File: src/rtl/bpc_cfg.svh
`ifndef BPC_CFG_SVH
`define BPC_CFG_SVH
// clock and timing
`define BPC_CLK_HZ 25000000
`define BPC_MS_PER_S 1000
`define BPC_MS_CYCLES (`BPC_CLK_HZ / `BPC_MS_PER_S)
`define BPC_CTL_MIN_MS 8'h02
`define BPC_FILT_MAX_MS 8'hFA
// count and setpoint limits
`define BPC_CNT_W 20
`define BPC_SETPOINT_MAX 20'hF423E
`define BPC_CNT_MAX 20'hF423F
`define BPC_COEF_ONE 20'h02710
`define BPC_PULSE_MAX 14'h270F
// serial port
`define BPC_ADDR_MIN 8'h01
`define BPC_ADDR_MAX 8'hF7
`define BPC_BAUD_1200 (`BPC_CLK_HZ / 1200)
`define BPC_BAUD_2400 (`BPC_CLK_HZ / 2400)
`define BPC_BAUD_4800 (`BPC_CLK_HZ / 4800)
`define BPC_BAUD_9600 (`BPC_CLK_HZ / 9600)
`define BPC_BAUD_19200 (`BPC_CLK_HZ / 19200)
`endif

File: src/rtl/bpc_pkg.sv
package bpc_pkg;
  typedef logic [19:0] bpc_cnt_t;
  typedef logic [2:0] bpc_code_t;
  // input mode codes
  typedef enum logic [2:0] {
    BPC_INC = 3'h0, BPC_DEC = 3'h1, BPC_INC_DEC = 3'h2,
    BPC_INC_INC = 3'h3, BPC_UP_DOWN = 3'h4, BPC_QX1 = 3'h5,
    BPC_QX2 = 3'h6, BPC_QX4 = 3'h7
  } bpc_mode_e;
  // second output state
  typedef enum logic [2:0] {
    BPC_O2_IDLE = 3'b001, BPC_O2_TIMED = 3'b010, BPC_O2_HOLD = 3'b100
  } bpc_o2_e;
endpackage

File: src/rtl/bpc_pulse_if.sv
`timescale 1ns/1ps
// filtered pulse line with its edges
interface bpc_pulse_if;
  logic level;
  logic rise;
  logic fall;
  modport src (output level, rise, fall);
  modport snk (input level, rise, fall);
endinterface

File: src/rtl/bpc_filter.sv
`timescale 1ns/1ps
module bpc_filter (
  // clock
  input wire logic sys_clk_in,
  input wire logic reset_in,
  input wire logic clk_en_in,
  input wire logic ms_tick_in,
  // setting and pin
  input wire logic [7:0] limit_ms_in,
  input wire logic raw_in,
  // filtered result
  bpc_pulse_if.src pulse
);
  logic sync1_r;
  logic sync2_r;
  logic filt_r;
  logic rise_r;
  logic fall_r;
  logic [7:0] held_r;
  logic differs;
  logic accept;
  logic [7:0] held_nxt;

  // accept once the new level has stood for the limit
  assign differs = sync2_r != filt_r;
  assign accept = differs &&
    (limit_ms_in == 8'h00 || (ms_tick_in && held_r + 8'h01 >= limit_ms_in));
  assign held_nxt = !differs ? 8'h00 :
    (ms_tick_in ? held_r + 8'h01 : held_r);

  // two-flop synchroniser
  always_ff @(posedge sys_clk_in) begin
    if (reset_in) begin
      sync1_r <= 1'b0;
      sync2_r <= 1'b0;
    end else if (clk_en_in) begin
      sync1_r <= raw_in;
      sync2_r <= sync1_r;
    end
  end

  // width filter and single-cycle edge pulses
  always_ff @(posedge sys_clk_in) begin
    if (reset_in) begin
      filt_r <= 1'b0;
      held_r <= 8'h00;
      rise_r <= 1'b0;
      fall_r <= 1'b0;
    end else if (clk_en_in) begin
      held_r <= accept ? 8'h00 : held_nxt;
      filt_r <= accept ? sync2_r : filt_r;
      rise_r <= accept && sync2_r;
      fall_r <= accept && !sync2_r;
    end
  end

  assign pulse.level = filt_r;
  assign pulse.rise = rise_r;
  assign pulse.fall = fall_r;
endmodule

File: src/rtl/bpc_top.sv
`timescale 1ns/1ps
`include "bpc_cfg.svh"
module bpc_top #(
  parameter int unsigned MS_CYCLES = `BPC_MS_CYCLES
) (
  // clock, reset, enable
  input wire logic sys_clk_in,
  input wire logic reset_in,
  input wire logic clk_en_in,
  // pulse pins and front panel key
  input wire logic first_pulse_channel_in,
  input wire logic second_pulse_channel_in,
  input wire logic reset_pin_in,
  input wire logic pause_pin_in,
  input wire logic reset_key_in,
  // counting configuration
  input wire bpc_pkg::bpc_code_t input_mode_in,
  input wire logic [7:0] filter_ms_in,
  input wire logic batch_auto_in,
  input wire logic decrement_mode_in,
  input wire bpc_pkg::bpc_cnt_t batch_setpoint_in,
  input wire bpc_pkg::bpc_cnt_t count_setpoint_in,
  input wire logic batch_shown_in,
  input wire bpc_pkg::bpc_cnt_t coef_in,
  input wire bpc_pkg::bpc_code_t dp_sel_in,
  input wire bpc_pkg::bpc_code_t lockout_in,
  // output configuration
  input wire logic out1_idle_on_in,
  input wire logic out2_idle_on_in,
  input wire logic [13:0] out2_pulse_ms_in,
  // retention
  input wire logic retain_en_in,
  input wire logic power_fail_in,
  input wire logic nv_restore_in,
  input wire bpc_pkg::bpc_cnt_t nv_data_in,
  // serial configuration and address check
  input wire logic [7:0] slave_addr_in,
  input wire logic rtu_sel_in,
  input wire logic parity_odd_in,
  input wire bpc_pkg::bpc_code_t baud_sel_in,
  input wire logic stop_two_in,
  input wire logic [7:0] rx_addr_in,
  input wire logic rx_addr_valid_in,
  // relay outputs
  output logic out1_out,
  output logic out2_out,
  // counts and display
  output bpc_pkg::bpc_cnt_t count_out,
  output bpc_pkg::bpc_cnt_t batch_count_out,
  output bpc_pkg::bpc_cnt_t scaled_count_out,
  output logic [4:0] dp_mask_out,
  // panel enables
  output logic reset_key_en_out,
  output logic batch_sp_edit_en_out,
  output logic count_sp_edit_en_out,
  // retention
  output logic nv_store_out,
  output bpc_pkg::bpc_cnt_t nv_data_out,
  // serial settings
  output logic [15:0] baud_div_out,
  output logic rtu_mode_out,
  output logic parity_odd_out,
  output logic stop_two_out,
  output logic addr_hit_out
);
  import bpc_pkg::*;

  // ----------------------------------------------------------------
  // millisecond tick
  // ----------------------------------------------------------------
  logic [15:0] ms_cnt_r;
  logic ms_tick;
  assign ms_tick = ms_cnt_r == 16'(MS_CYCLES - 1);
  always_ff @(posedge sys_clk_in) begin
    if (reset_in) begin
      ms_cnt_r <= 16'h0000;
    end else if (clk_en_in) begin
      ms_cnt_r <= ms_tick ? 16'h0000 : ms_cnt_r + 16'h0001;
    end
  end

  // ----------------------------------------------------------------
  // input filters
  // ----------------------------------------------------------------
  logic [7:0] chan_lim, ctl_lim;
  // clamp to 250 ms; zero bypasses the channels
  assign chan_lim = filter_ms_in > `BPC_FILT_MAX_MS ?
    `BPC_FILT_MAX_MS : filter_ms_in;
  assign ctl_lim = filter_ms_in <= 8'h01 ? `BPC_CTL_MIN_MS : chan_lim;
  bpc_pulse_if ch1_if ();
  bpc_pulse_if ch2_if ();
  bpc_pulse_if rst_if ();
  bpc_pulse_if pau_if ();
  bpc_filter u_ch1 (.sys_clk_in(sys_clk_in), .reset_in(reset_in),
    .clk_en_in(clk_en_in), .ms_tick_in(ms_tick), .limit_ms_in(chan_lim),
    .raw_in(first_pulse_channel_in), .pulse(ch1_if.src));
  bpc_filter u_ch2 (.sys_clk_in(sys_clk_in), .reset_in(reset_in),
    .clk_en_in(clk_en_in), .ms_tick_in(ms_tick), .limit_ms_in(chan_lim),
    .raw_in(second_pulse_channel_in), .pulse(ch2_if.src));
  bpc_filter u_rst (.sys_clk_in(sys_clk_in), .reset_in(reset_in),
    .clk_en_in(clk_en_in), .ms_tick_in(ms_tick), .limit_ms_in(ctl_lim),
    .raw_in(reset_pin_in), .pulse(rst_if.src));
  bpc_filter u_pau (.sys_clk_in(sys_clk_in), .reset_in(reset_in),
    .clk_en_in(clk_en_in), .ms_tick_in(ms_tick), .limit_ms_in(ctl_lim),
    .raw_in(pause_pin_in), .pulse(pau_if.src));

  // ----------------------------------------------------------------
  // count event decode
  // ----------------------------------------------------------------
  logic a_lv, b_lv, a_r, a_f, b_r, b_f;
  logic qa_up, qa_dn, qb_up, qb_dn;
  logic [1:0] inc_n, dec_n;
  bpc_mode_e mode;
  assign mode = bpc_mode_e'(input_mode_in);
  assign a_lv = ch1_if.level;
  assign b_lv = ch2_if.level;
  assign a_r = ch1_if.rise;
  assign a_f = ch1_if.fall;
  assign b_r = ch2_if.rise;
  assign b_f = ch2_if.fall;
  // quadrature direction from the other channel's level
  assign qa_up = (a_r && !b_lv) || (a_f && b_lv);
  assign qa_dn = (a_r && b_lv) || (a_f && !b_lv);
  assign qb_up = (b_r && a_lv) || (b_f && !a_lv);
  assign qb_dn = (b_r && !a_lv) || (b_f && a_lv);

  // up and down events per cycle
  always_comb begin
    inc_n = 2'h0;
    dec_n = 2'h0;
    unique case (mode)
      BPC_INC: inc_n = {1'b0, a_r};
      BPC_DEC: dec_n = {1'b0, a_r};
      BPC_INC_DEC: begin
        inc_n = {1'b0, a_r};
        dec_n = {1'b0, b_r};
      end
      BPC_INC_INC: inc_n = {1'b0, a_r} + {1'b0, b_r};
      BPC_UP_DOWN: begin
        inc_n = {1'b0, a_r && !b_lv};
        dec_n = {1'b0, a_r && b_lv};
      end
      BPC_QX1: begin
        inc_n = {1'b0, a_r && !b_lv};
        dec_n = {1'b0, a_f && !b_lv};
      end
      BPC_QX2: begin
        inc_n = {1'b0, qa_up};
        dec_n = {1'b0, qa_dn};
      end
      BPC_QX4: begin
        inc_n = {1'b0, qa_up} + {1'b0, qb_up};
        dec_n = {1'b0, qa_dn} + {1'b0, qb_dn};
      end
    endcase
  end

  // ----------------------------------------------------------------
  // normal count
  // ----------------------------------------------------------------
  bpc_cnt_t cnt_r, batch_r;
  bpc_cnt_t sp1, sp2, preset, cnt_nxt, batch_inc;
  logic signed [21:0] step, sum;
  logic counting, reach, key_d_r, key_ev, man_rst;
  logic clr_batch, clr_count, batch_hit;

  // setpoints capped
  assign sp1 = batch_setpoint_in > `BPC_SETPOINT_MAX ?
    `BPC_SETPOINT_MAX : batch_setpoint_in;
  assign sp2 = count_setpoint_in > `BPC_SETPOINT_MAX ?
    `BPC_SETPOINT_MAX : count_setpoint_in;
  assign preset = decrement_mode_in ? sp2 : 20'h00000;

  // increment pulses move toward the target in either count direction; decrement pulses move away from it
  assign step = 22'(signed'({1'b0, inc_n})) - 22'(signed'({1'b0, dec_n}));
  assign sum = decrement_mode_in ? 22'(signed'({2'b00, cnt_r})) - step :
    22'(signed'({2'b00, cnt_r})) + step;
  assign counting = !pau_if.level && step != 22'sh0;
  assign reach = counting && (decrement_mode_in ? sum <= 22'sh0 :
    sum >= 22'(signed'({2'b00, sp2})));
  assign cnt_nxt = sum < 22'sh0 ? 20'h00000 :
    (sum > 22'(signed'({2'b00, `BPC_CNT_MAX})) ? `BPC_CNT_MAX : sum[19:0]);

  // manual reset from pin or unlocked key
  assign key_ev = reset_key_in && !key_d_r && reset_key_en_out;
  assign man_rst = rst_if.rise || key_ev;
  assign clr_batch = man_rst && batch_shown_in;
  assign clr_count = man_rst && !batch_shown_in;

  always_ff @(posedge sys_clk_in) begin
    if (reset_in) begin
      cnt_r <= 20'h00000;
      key_d_r <= 1'b0;
    end else if (clk_en_in) begin
      key_d_r <= reset_key_in;
      if (nv_restore_in && retain_en_in) begin
        cnt_r <= nv_data_in > `BPC_CNT_MAX ? `BPC_CNT_MAX : nv_data_in;
      end else if (clr_count || reach) begin
        cnt_r <= preset;
      end else if (counting) begin
        cnt_r <= cnt_nxt;
      end
    end
  end

  // ----------------------------------------------------------------
  // batch count and first output
  // ----------------------------------------------------------------
  logic out1_act_r;
  assign batch_inc = batch_r == `BPC_CNT_MAX ? batch_r : batch_r + 20'h1;
  assign batch_hit = reach && batch_inc == sp1;

  always_ff @(posedge sys_clk_in) begin
    if (reset_in) begin
      batch_r <= 20'h00000;
      out1_act_r <= 1'b0;
    end else if (clk_en_in) begin
      if (clr_batch) begin
        batch_r <= 20'h00000;
        out1_act_r <= 1'b0;
      end else if (batch_hit && batch_auto_in) begin
        batch_r <= 20'h00000;
        out1_act_r <= 1'b1;
      end else if (reach) begin
        batch_r <= batch_inc;
        out1_act_r <= batch_auto_in ? 1'b0 : batch_inc >= sp1;
      end
    end
  end

  // ----------------------------------------------------------------
  // second output timing
  // ----------------------------------------------------------------
  bpc_o2_e o2_r, o2_nxt;
  logic [13:0] o2_tmr_r, o2_tmr_nxt, pulse_ms;
  assign pulse_ms = out2_pulse_ms_in > `BPC_PULSE_MAX ?
    `BPC_PULSE_MAX : out2_pulse_ms_in;
  always_comb begin
    o2_nxt = o2_r;
    o2_tmr_nxt = o2_tmr_r;
    if (reach) begin
      o2_nxt = pulse_ms == 14'h0000 ? BPC_O2_HOLD : BPC_O2_TIMED;
      o2_tmr_nxt = pulse_ms;
    end else begin
      unique case (o2_r)
        BPC_O2_IDLE: o2_nxt = BPC_O2_IDLE;
        BPC_O2_TIMED: begin
          if (ms_tick) begin
            o2_tmr_nxt = o2_tmr_r - 14'h0001;
            o2_nxt = o2_tmr_r <= 14'h0001 ? BPC_O2_IDLE : BPC_O2_TIMED;
          end
        end
        BPC_O2_HOLD: o2_nxt = clr_count ? BPC_O2_IDLE : BPC_O2_HOLD;
        default: o2_nxt = BPC_O2_IDLE;
      endcase
    end
  end

  always_ff @(posedge sys_clk_in) begin
    if (reset_in) begin
      o2_r <= BPC_O2_IDLE;
      o2_tmr_r <= 14'h0000;
    end else if (clk_en_in) begin
      o2_r <= o2_nxt;
      o2_tmr_r <= o2_tmr_nxt;
    end
  end

  // ----------------------------------------------------------------
  // scaling, decimal point, panel lockout
  // ----------------------------------------------------------------
  logic [39:0] prod, quot;
  logic [4:0] dp_mask;
  logic key_en, sp1_en, sp2_en;
  // coefficient carries four decimals; 1.0000 is unity
  assign prod = 40'(cnt_r) * 40'(coef_in);
  assign quot = prod / 40'(`BPC_COEF_ONE);
  assign dp_mask = dp_sel_in > 3'h4 ? 5'h00 :
    5'(5'h01 << dp_sel_in) & 5'h1E;
  assign key_en = lockout_in != 3'h1 && lockout_in != 3'h3;
  assign sp1_en = lockout_in == 3'h0 || lockout_in == 3'h1 ||
    lockout_in == 3'h5;
  assign sp2_en = lockout_in == 3'h0 || lockout_in == 3'h1 ||
    lockout_in == 3'h4;

  // ----------------------------------------------------------------
  // serial settings and address match
  // ----------------------------------------------------------------
  logic [15:0] baud_div;
  logic addr_ok;
  assign baud_div =
    baud_sel_in == 3'h0 ? 16'(`BPC_BAUD_1200) :
    baud_sel_in == 3'h1 ? 16'(`BPC_BAUD_2400) :
    baud_sel_in == 3'h2 ? 16'(`BPC_BAUD_4800) :
    baud_sel_in == 3'h4 ? 16'(`BPC_BAUD_19200) :
    16'(`BPC_BAUD_9600);
  assign addr_ok = slave_addr_in >= `BPC_ADDR_MIN &&
    slave_addr_in <= `BPC_ADDR_MAX && rx_addr_in == slave_addr_in;

  // ----------------------------------------------------------------
  // registered outputs
  // ----------------------------------------------------------------
  always_ff @(posedge sys_clk_in) begin
    if (reset_in) begin
      out1_out <= 1'b0;
      out2_out <= 1'b0;
      count_out <= 20'h00000;
      batch_count_out <= 20'h00000;
      scaled_count_out <= 20'h00000;
      dp_mask_out <= 5'h00;
      reset_key_en_out <= 1'b0;
      batch_sp_edit_en_out <= 1'b0;
      count_sp_edit_en_out <= 1'b0;
      nv_store_out <= 1'b0;
      nv_data_out <= 20'h00000;
      baud_div_out <= 16'(`BPC_BAUD_9600);
      rtu_mode_out <= 1'b0;
      parity_odd_out <= 1'b0;
      stop_two_out <= 1'b0;
      addr_hit_out <= 1'b0;
    end else if (clk_en_in) begin
      out1_out <= out1_act_r ^ out1_idle_on_in;
      out2_out <= (o2_r != BPC_O2_IDLE) ^ out2_idle_on_in;
      count_out <= cnt_r;
      batch_count_out <= batch_r;
      scaled_count_out <= quot > 40'(`BPC_CNT_MAX) ?
        `BPC_CNT_MAX : quot[19:0];
      dp_mask_out <= dp_mask;
      reset_key_en_out <= key_en;
      batch_sp_edit_en_out <= sp1_en;
      count_sp_edit_en_out <= sp2_en;
      nv_store_out <= power_fail_in && retain_en_in;
      nv_data_out <= cnt_r;
      baud_div_out <= baud_div;
      rtu_mode_out <= rtu_sel_in;
      parity_odd_out <= parity_odd_in;
      stop_two_out <= stop_two_in;
      addr_hit_out <= rx_addr_valid_in && addr_ok;
    end
  end
endmodule

File: config.mk
export PLATFORM = sky130hd
export DESIGN_NAME = bpc_top
export DESIGN_NICKNAME = d
export VERILOG_FILES = /design/src/rtl/bpc_pkg.sv /design/src/rtl/bpc_pulse_if.sv /design/src/rtl/bpc_filter.sv /design/src/rtl/bpc_top.sv
export VERILOG_INCLUDE_DIRS = /design/src /design/src/rtl
export SDC_FILE = /design/constraint.sdc
export NUM_CORES = 2
export LEC_CHECK = 0
export ABC_AREA = 1
export BUFFER_PORTS_ARGS = -buffer_cell sky130_fd_sc_hd__buf_2
export CORE_MARGIN = 4
export CORE_UTILIZATION = 40
export DETAILED_ROUTE_END_ITERATION = 10
export GPL_TIMING_DRIVEN = 1
export REMOVE_ABC_BUFFERS = 1
export SLEW_MARGIN = 20
export SYNTH_ARGS = -nofsm -noshare
export SYNTH_HDL_FRONTEND = slang
export SYNTH_SLANG_ARGS = --single-unit
File: constraint.sdc
create_clock -name sys_clk_in -period 44 [get_ports sys_clk_in]
set_input_delay 2.2 -clock sys_clk_in [delete_from_list [all_inputs] [get_ports sys_clk_in]]
set_output_delay 2.2 -clock sys_clk_in [all_outputs]
set_load 0.05 [all_outputs]
Yosys cells after proc, flatten, opt, wreduce, memory -nomap -nowiden. Cells that the tools add are included.

Magnitude comparators: 20. Muxes and demuxes: 52. Shifts and indexed selects: 1. Divide/modulo/power cells: 1. Multipliers: 1. Reductions and logical operators: 80. Add/subtract/negate cells: 13. Equal/unequal tests: 31. Bitwise logic cells: 2.

Operators by type and width (count): $mux 20 (14); $mux 8 (14); $mux 14 (5); $gt 20x20->1 const B (3); $div 40x14->40 const B (1); $gt 40x20->1 const B (1); $mul 20x20->40 (1); $logic_and 1x1->1 (35); $add 8x1->8 const B (4); $ge 8x8->1 (4); $eq 3x3->1 const B (8); $add 21x3->22 (1); $ge 22x21->1 (1); $gt 22x21->1 const B (1); $le 22x1->1 const B (1); $lt 22x1->1 const B (1); $mux 22 (1); $reduce_and 2->1 (11); $reduce_bool 22->1 (1); $sub 21x3->22 (1); $add 20x1->20 const B (1); $eq 20x20->1 (1); $eq 20x20->1 const B (1); $ge 20x20->1 (1); other kinds (41) (88).

Logic and storage cells: 244. Bits in registers: 215. Output and inout bits: 111. Input port bits: 150.

Logic depth before layout (Yosys ltp).
Depth in word-level cells: 15. Gate-level depth with buffers: 227. Depth with buffers taken out: 220.

By module. From an unflattened synthesis, not the netlist that was laid out.

Cell total of the unflattened synthesis: 6052. Area, all modules: 40292.4 um^2.

By module, submodules not included: bpc_top (instances 1, cells each 5484, seq. area each 3223.1 um^2, area each 36403.7 um^2); bpc_filter (instances 4, cells each 142, seq. area each 260.2 um^2, area each 972.2 um^2).

Worst setup path before layout. Ideal clock, no wire load.

Path kind: input to register. Start: input port coef_in[3]. End: register scaled_count_out[0]. Library setup time: 0.109 ns. Arrival time: 24.549 ns. Stages on the path: 190. Path buffers: 16. Path slack: 19.342 ns. Required time: 43.891 ns. Path through: clkbuf_1 -> nand2_1 -> inv_1 -> fa_1 -> fa_1 -> inv_1 -> fa_1 -> inv_1 -> fa_1 -> inv_1 -> fa_1 -> inv_1 -> fa_1 -> inv_1 -> fa_1 -> inv_1 -> ha_1 -> nand2_2 -> [154 not listed] -> nor2_4 -> nor2_4 -> nand2_4 -> buf_12 -> nand2_4 -> nand2_4 -> inv_6 -> nand2_2 -> nor2_2 -> nand3_2 -> nand2_2 -> nand2_1 -> nand2_1 -> a21oi_1 -> nor2_1 -> nand3_1 -> nand2_1 -> inv_1.

Cells in the longest elaborated chain, start to end: 4.

Ends and longest elaborated chain: start, declared (RTL line bpc_top.sv:24) `input wire bpc_pkg::bpc_cnt_t coef_in,`; $mul 20x20->40 (*) (RTL line bpc_top.sv:276) `assign prod = 40'(cnt_r) * 40'(coef_in);`; $div 40x14->40 (*) (RTL line bpc_top.sv:277) `` assign quot = prod / 40'(`BPC_COEF_ONE); ``; $gt 40x20->1 (RTL line bpc_top.sv:326) `` scaled_count_out <= quot > 40'(`BPC_CNT_MAX) ? ``; $mux 20 (*) (RTL line bpc_top.sv:326); end signal, assigned (RTL line bpc_top.sv:326); end, declared (RTL line bpc_top.sv:50) `output bpc_pkg::bpc_cnt_t scaled_count_out,`.

Mark *: on every way between the ends. The rest lies on a longest branch, timed or not. A chain may end at the register's enable or synchronous reset.

Worst setup path in the final report.
Start: input port coef_in[10]. End: register scaled_count_out[0].

Same word-level chain as after synthesis.

==> impl_metrics.tcl <==
set metrics [dict create \
    maxSlewHeadroom 0.313 \
    setup_viol 0 \
    yosysUniqueCellTypes 76 \
    yosysWarnings 0 \
    cp.required_ns 44.46 \
    synth_edf_count 0 \
    ios 261 \
    ys_ff_latch 210 \
    syn-cell-area_um2 39800 \
    cpPeakStageDelay_ns 0.61 \
    finalWirelength_um 111000 \
    area.growth.synth_to_final_pct 7.42 \
    fin_crit_sh 0.636 \
    core_um2 98600 \
    worst_slew_pin_slew_ns 1.02 \
    reg2regPathDepth 183 \
    path_clk_slew_ns 0.06 \
    hold_slack_ns 0.461 \
    antenna_found_initial 4 \
    tns_ns 0 \
    cts_tree "yes" \
    status "complete, no violations" \
    rsz0062_at_grt "no" \
    cts_setup_buffers 0 \
    antenna_left 0 \
    cts_max_level 1 \
    die_height_um 323 \
    hp-start "scaled_count_out[6]" \
    clkSinkCount 210 \
    firstDrtPassIters 5 \
    drtIter0Drc 2249 \
    hold_path.class "reg2reg" \
    place_congestion 0.908 \
    fmax_mhz 35.7 \
    io_buffers 258 \
    vias 36100 \
    synthArstFlopShare 0 \
    post_drt_wl_per_cell_um 15.2 \
    grt_pass1_wl_um 180000 \
    dp_hpwl_um 88800 \
    worstPathArrival_ns 28.44 \
    final_area_um2 42800 \
    synth_cells 5847 \
    drive_gt1_frac 0.187 \
    grt_overflow_total 0 \
    syn_area_per_cell_um2 6.81 \
    ff_latch_area_um2 4210 \
    die-area_um2 105000 \
    die_x_um 323 \
    multi_input_area_um2 30100 \
    clockRootBuffer "clkbuf_16" \
    r2r-end "scaled_count_out[0]" \
    cp_max_fo 20 \
    drv_slew 0 \
    holdPathStages 2 \
    drv_cap 0 \
    clock_path_buffers 3 \
    n_fill_cell 10300 \
    critPathLaunchType "input pin" \
    hold_viol_final 0 \
    drc 0 \
    placed_cell_area_um2 41900 \
    finClkSkew_ns 0.0200 \
    fin_nets 6709 \
    numCtsBuffers 26 \
    clk_latency_ns 0.57 \
    start_util 0.404 \
    end_kind "register" \
    r2r_setup_slack_ns 17.19 \
    grt_pass1_vias 35200 \
    r2r_start "cnt_r[15]" \
    num_rows 115 \
    synth-seq-area-share 0.106 \
    ctsResizeCount 0 \
    critical_path.slowest_cell "fa_1" \
    vias_per_cell 4.96 \
    synthFlopType "dfxtp_1" \
    grt_usage 0.207 \
    whs_endpoint "scaled_count_out[6]" \
    cp_common_cell "nand2_2" \
    period_needed_ns 27.98 \
    hold_buffers 0 \
    grt_max_degree 82 \
    path_class "in2reg" \
]
[cell usage in the layout, fill, tap and decap left out, drive strengths merged, types with 3 or more instances in the layout]
master	Yosys	routed
xnor2	50	50
nor3b	4	4
a21oi	242	242
o22ai	14	14
nand4	77	77
nor3	49	49
o21a	13	13
or2	3	3
o211ai	18	18
xor2	120	120
nor2	520	520
nor4	21	21
inv	1153	1155
ha	258	258
o21ai	228	228
clkinv	22	29
clkbuf	140	34
a31oi	17	17
a22oi	4	4
fa	322	322
dfxtp	210	210
a211oi	17	17
nand2	1782	1782
nand3	436	436
o21bai	14	14
a21boi	7	7
o221ai	6	6
o2111ai	4	4
and2	4	4
buf	45	288
a221oi	3	3
nand3b	26	26
[Yosys cell counts, drive strengths merged, types with 17 or more instances]
cell | instances | share of area
a21oi | 242 | 0.035
a211oi | 17 | 0.0032
fa | 322 | 0.16
o211ai | 18 | 0.0034
buf | 45 | 0.012
nor4 | 21 | 0.0033
dfxtp | 210 | 0.11
nor2 | 520 | 0.065
nor3 | 49 | 0.0064
inv | 1153 | 0.11
nand3b | 26 | 0.0049
ha | 258 | 0.081
clkinv | 22 | 0.0029
o21ai | 228 | 0.030
a31oi | 17 | 0.0027
xor2 | 120 | 0.027
nand4 | 77 | 0.014
clkbuf | 140 | 0.014
xnor2 | 50 | 0.012
nand3 | 436 | 0.068
nand2 | 1782 | 0.22
[stage by stage]
| stage | worst slack (ns) | utilization | cells |
|---|---|---|---|
| finish | 16.02 | 0.434 | 7285 |
| global route | 13.58 | 0.434 | 7285 |
| CTS | 15.97 | 0.434 | 7283 |
| detailed placement | 15.43 | 0.425 | 7238 |
| global placement | 16.13 | 0.425 | 7238 |
| floorplan | 18.90 | - | 5663 |
[cell families (layout without fill, tap and decap cells)]
group           Yosys count  after routing  synth area share
compound gates          600            600            0.0897
xor+xnor                170            170            0.0397
fa+ha+maj               580            580             0.243
buf+inv                1361           1509             0.140
flops                   210            210             0.106
other cells               1              4         0.0000942
simple gates           2925           2925             0.382
[worst max-delay path by stage]
stage | start | end | slack, ns | cells past startpoint
3_3_place_gp | coef_in[5] | scaled_count_out[0] | 16.13 | 183
6_report | coef_in[10] | scaled_count_out[0] | 16.02 | 184
5_1_grt | coef_in[3] | scaled_count_out[0] | 13.58 | 186
3_5_place_dp | coef_in[7] | scaled_count_out[0] | 15.43 | 181
4_1_cts | coef_in[7] | scaled_count_out[0] | 15.97 | 181
2_1_floorplan | coef_in[4] | scaled_count_out[0] | 18.90 | 187
[layout make-up]
cell class | count | share of cell area
inverters | 1176 | 0.106
multi-input cells | 4277 | 0.703
well taps | 1287 | 0.0377
diodes | 2 | 0.000117
clock inverters | 11 | 0.00219
repair buffers | 288 | 0.0356
flip-flops and latches | 210 | 0.0983
clock buffers | 34 | 0.0171
[flip-flops by register name (all words and copies together) (netlist names), 3 cells and up]
name,flops
batch_count_out,20
batch_r,20
cnt_r,20
nv_data_out,20
scaled_count_out,20
ms_cnt_r,16
o2_tmr_r,14
baud_div_out,12
u_ch1.held_r,8
u_ch2.held_r,8
u_pau.held_r,8
u_rst.held_r,8
dp_mask_out,4
o2_r,3
[per-layer routing]
| metal | vias to the layer above | track usage | routed length (µm) |
|---|---|---|---|
| met5 | - | 0 | 0 |
| met4 | 0 | 0.0444 | 2520 |
| met3 | 154 | 0.0222 | 5440 |
| met2 | 792 | 0.351 | 51300 |
| met1 | 16900 | 0.286 | 51400 |
| li1 | 18300 | - | - |
[critical path: cells and delay by family]
kind	cells	cell delay, ns
and+or+nand+nor	144	17.02
xor gates and xnor gates	1	0.40
buffers and inverters	20	2.22
adders and majority gates	8	4.03
AOI/OAI and AO/OA	11	2.45
Power is not shown: default switching activity piles up to over one toggle a cycle in this logic, so the estimate is an artifact.
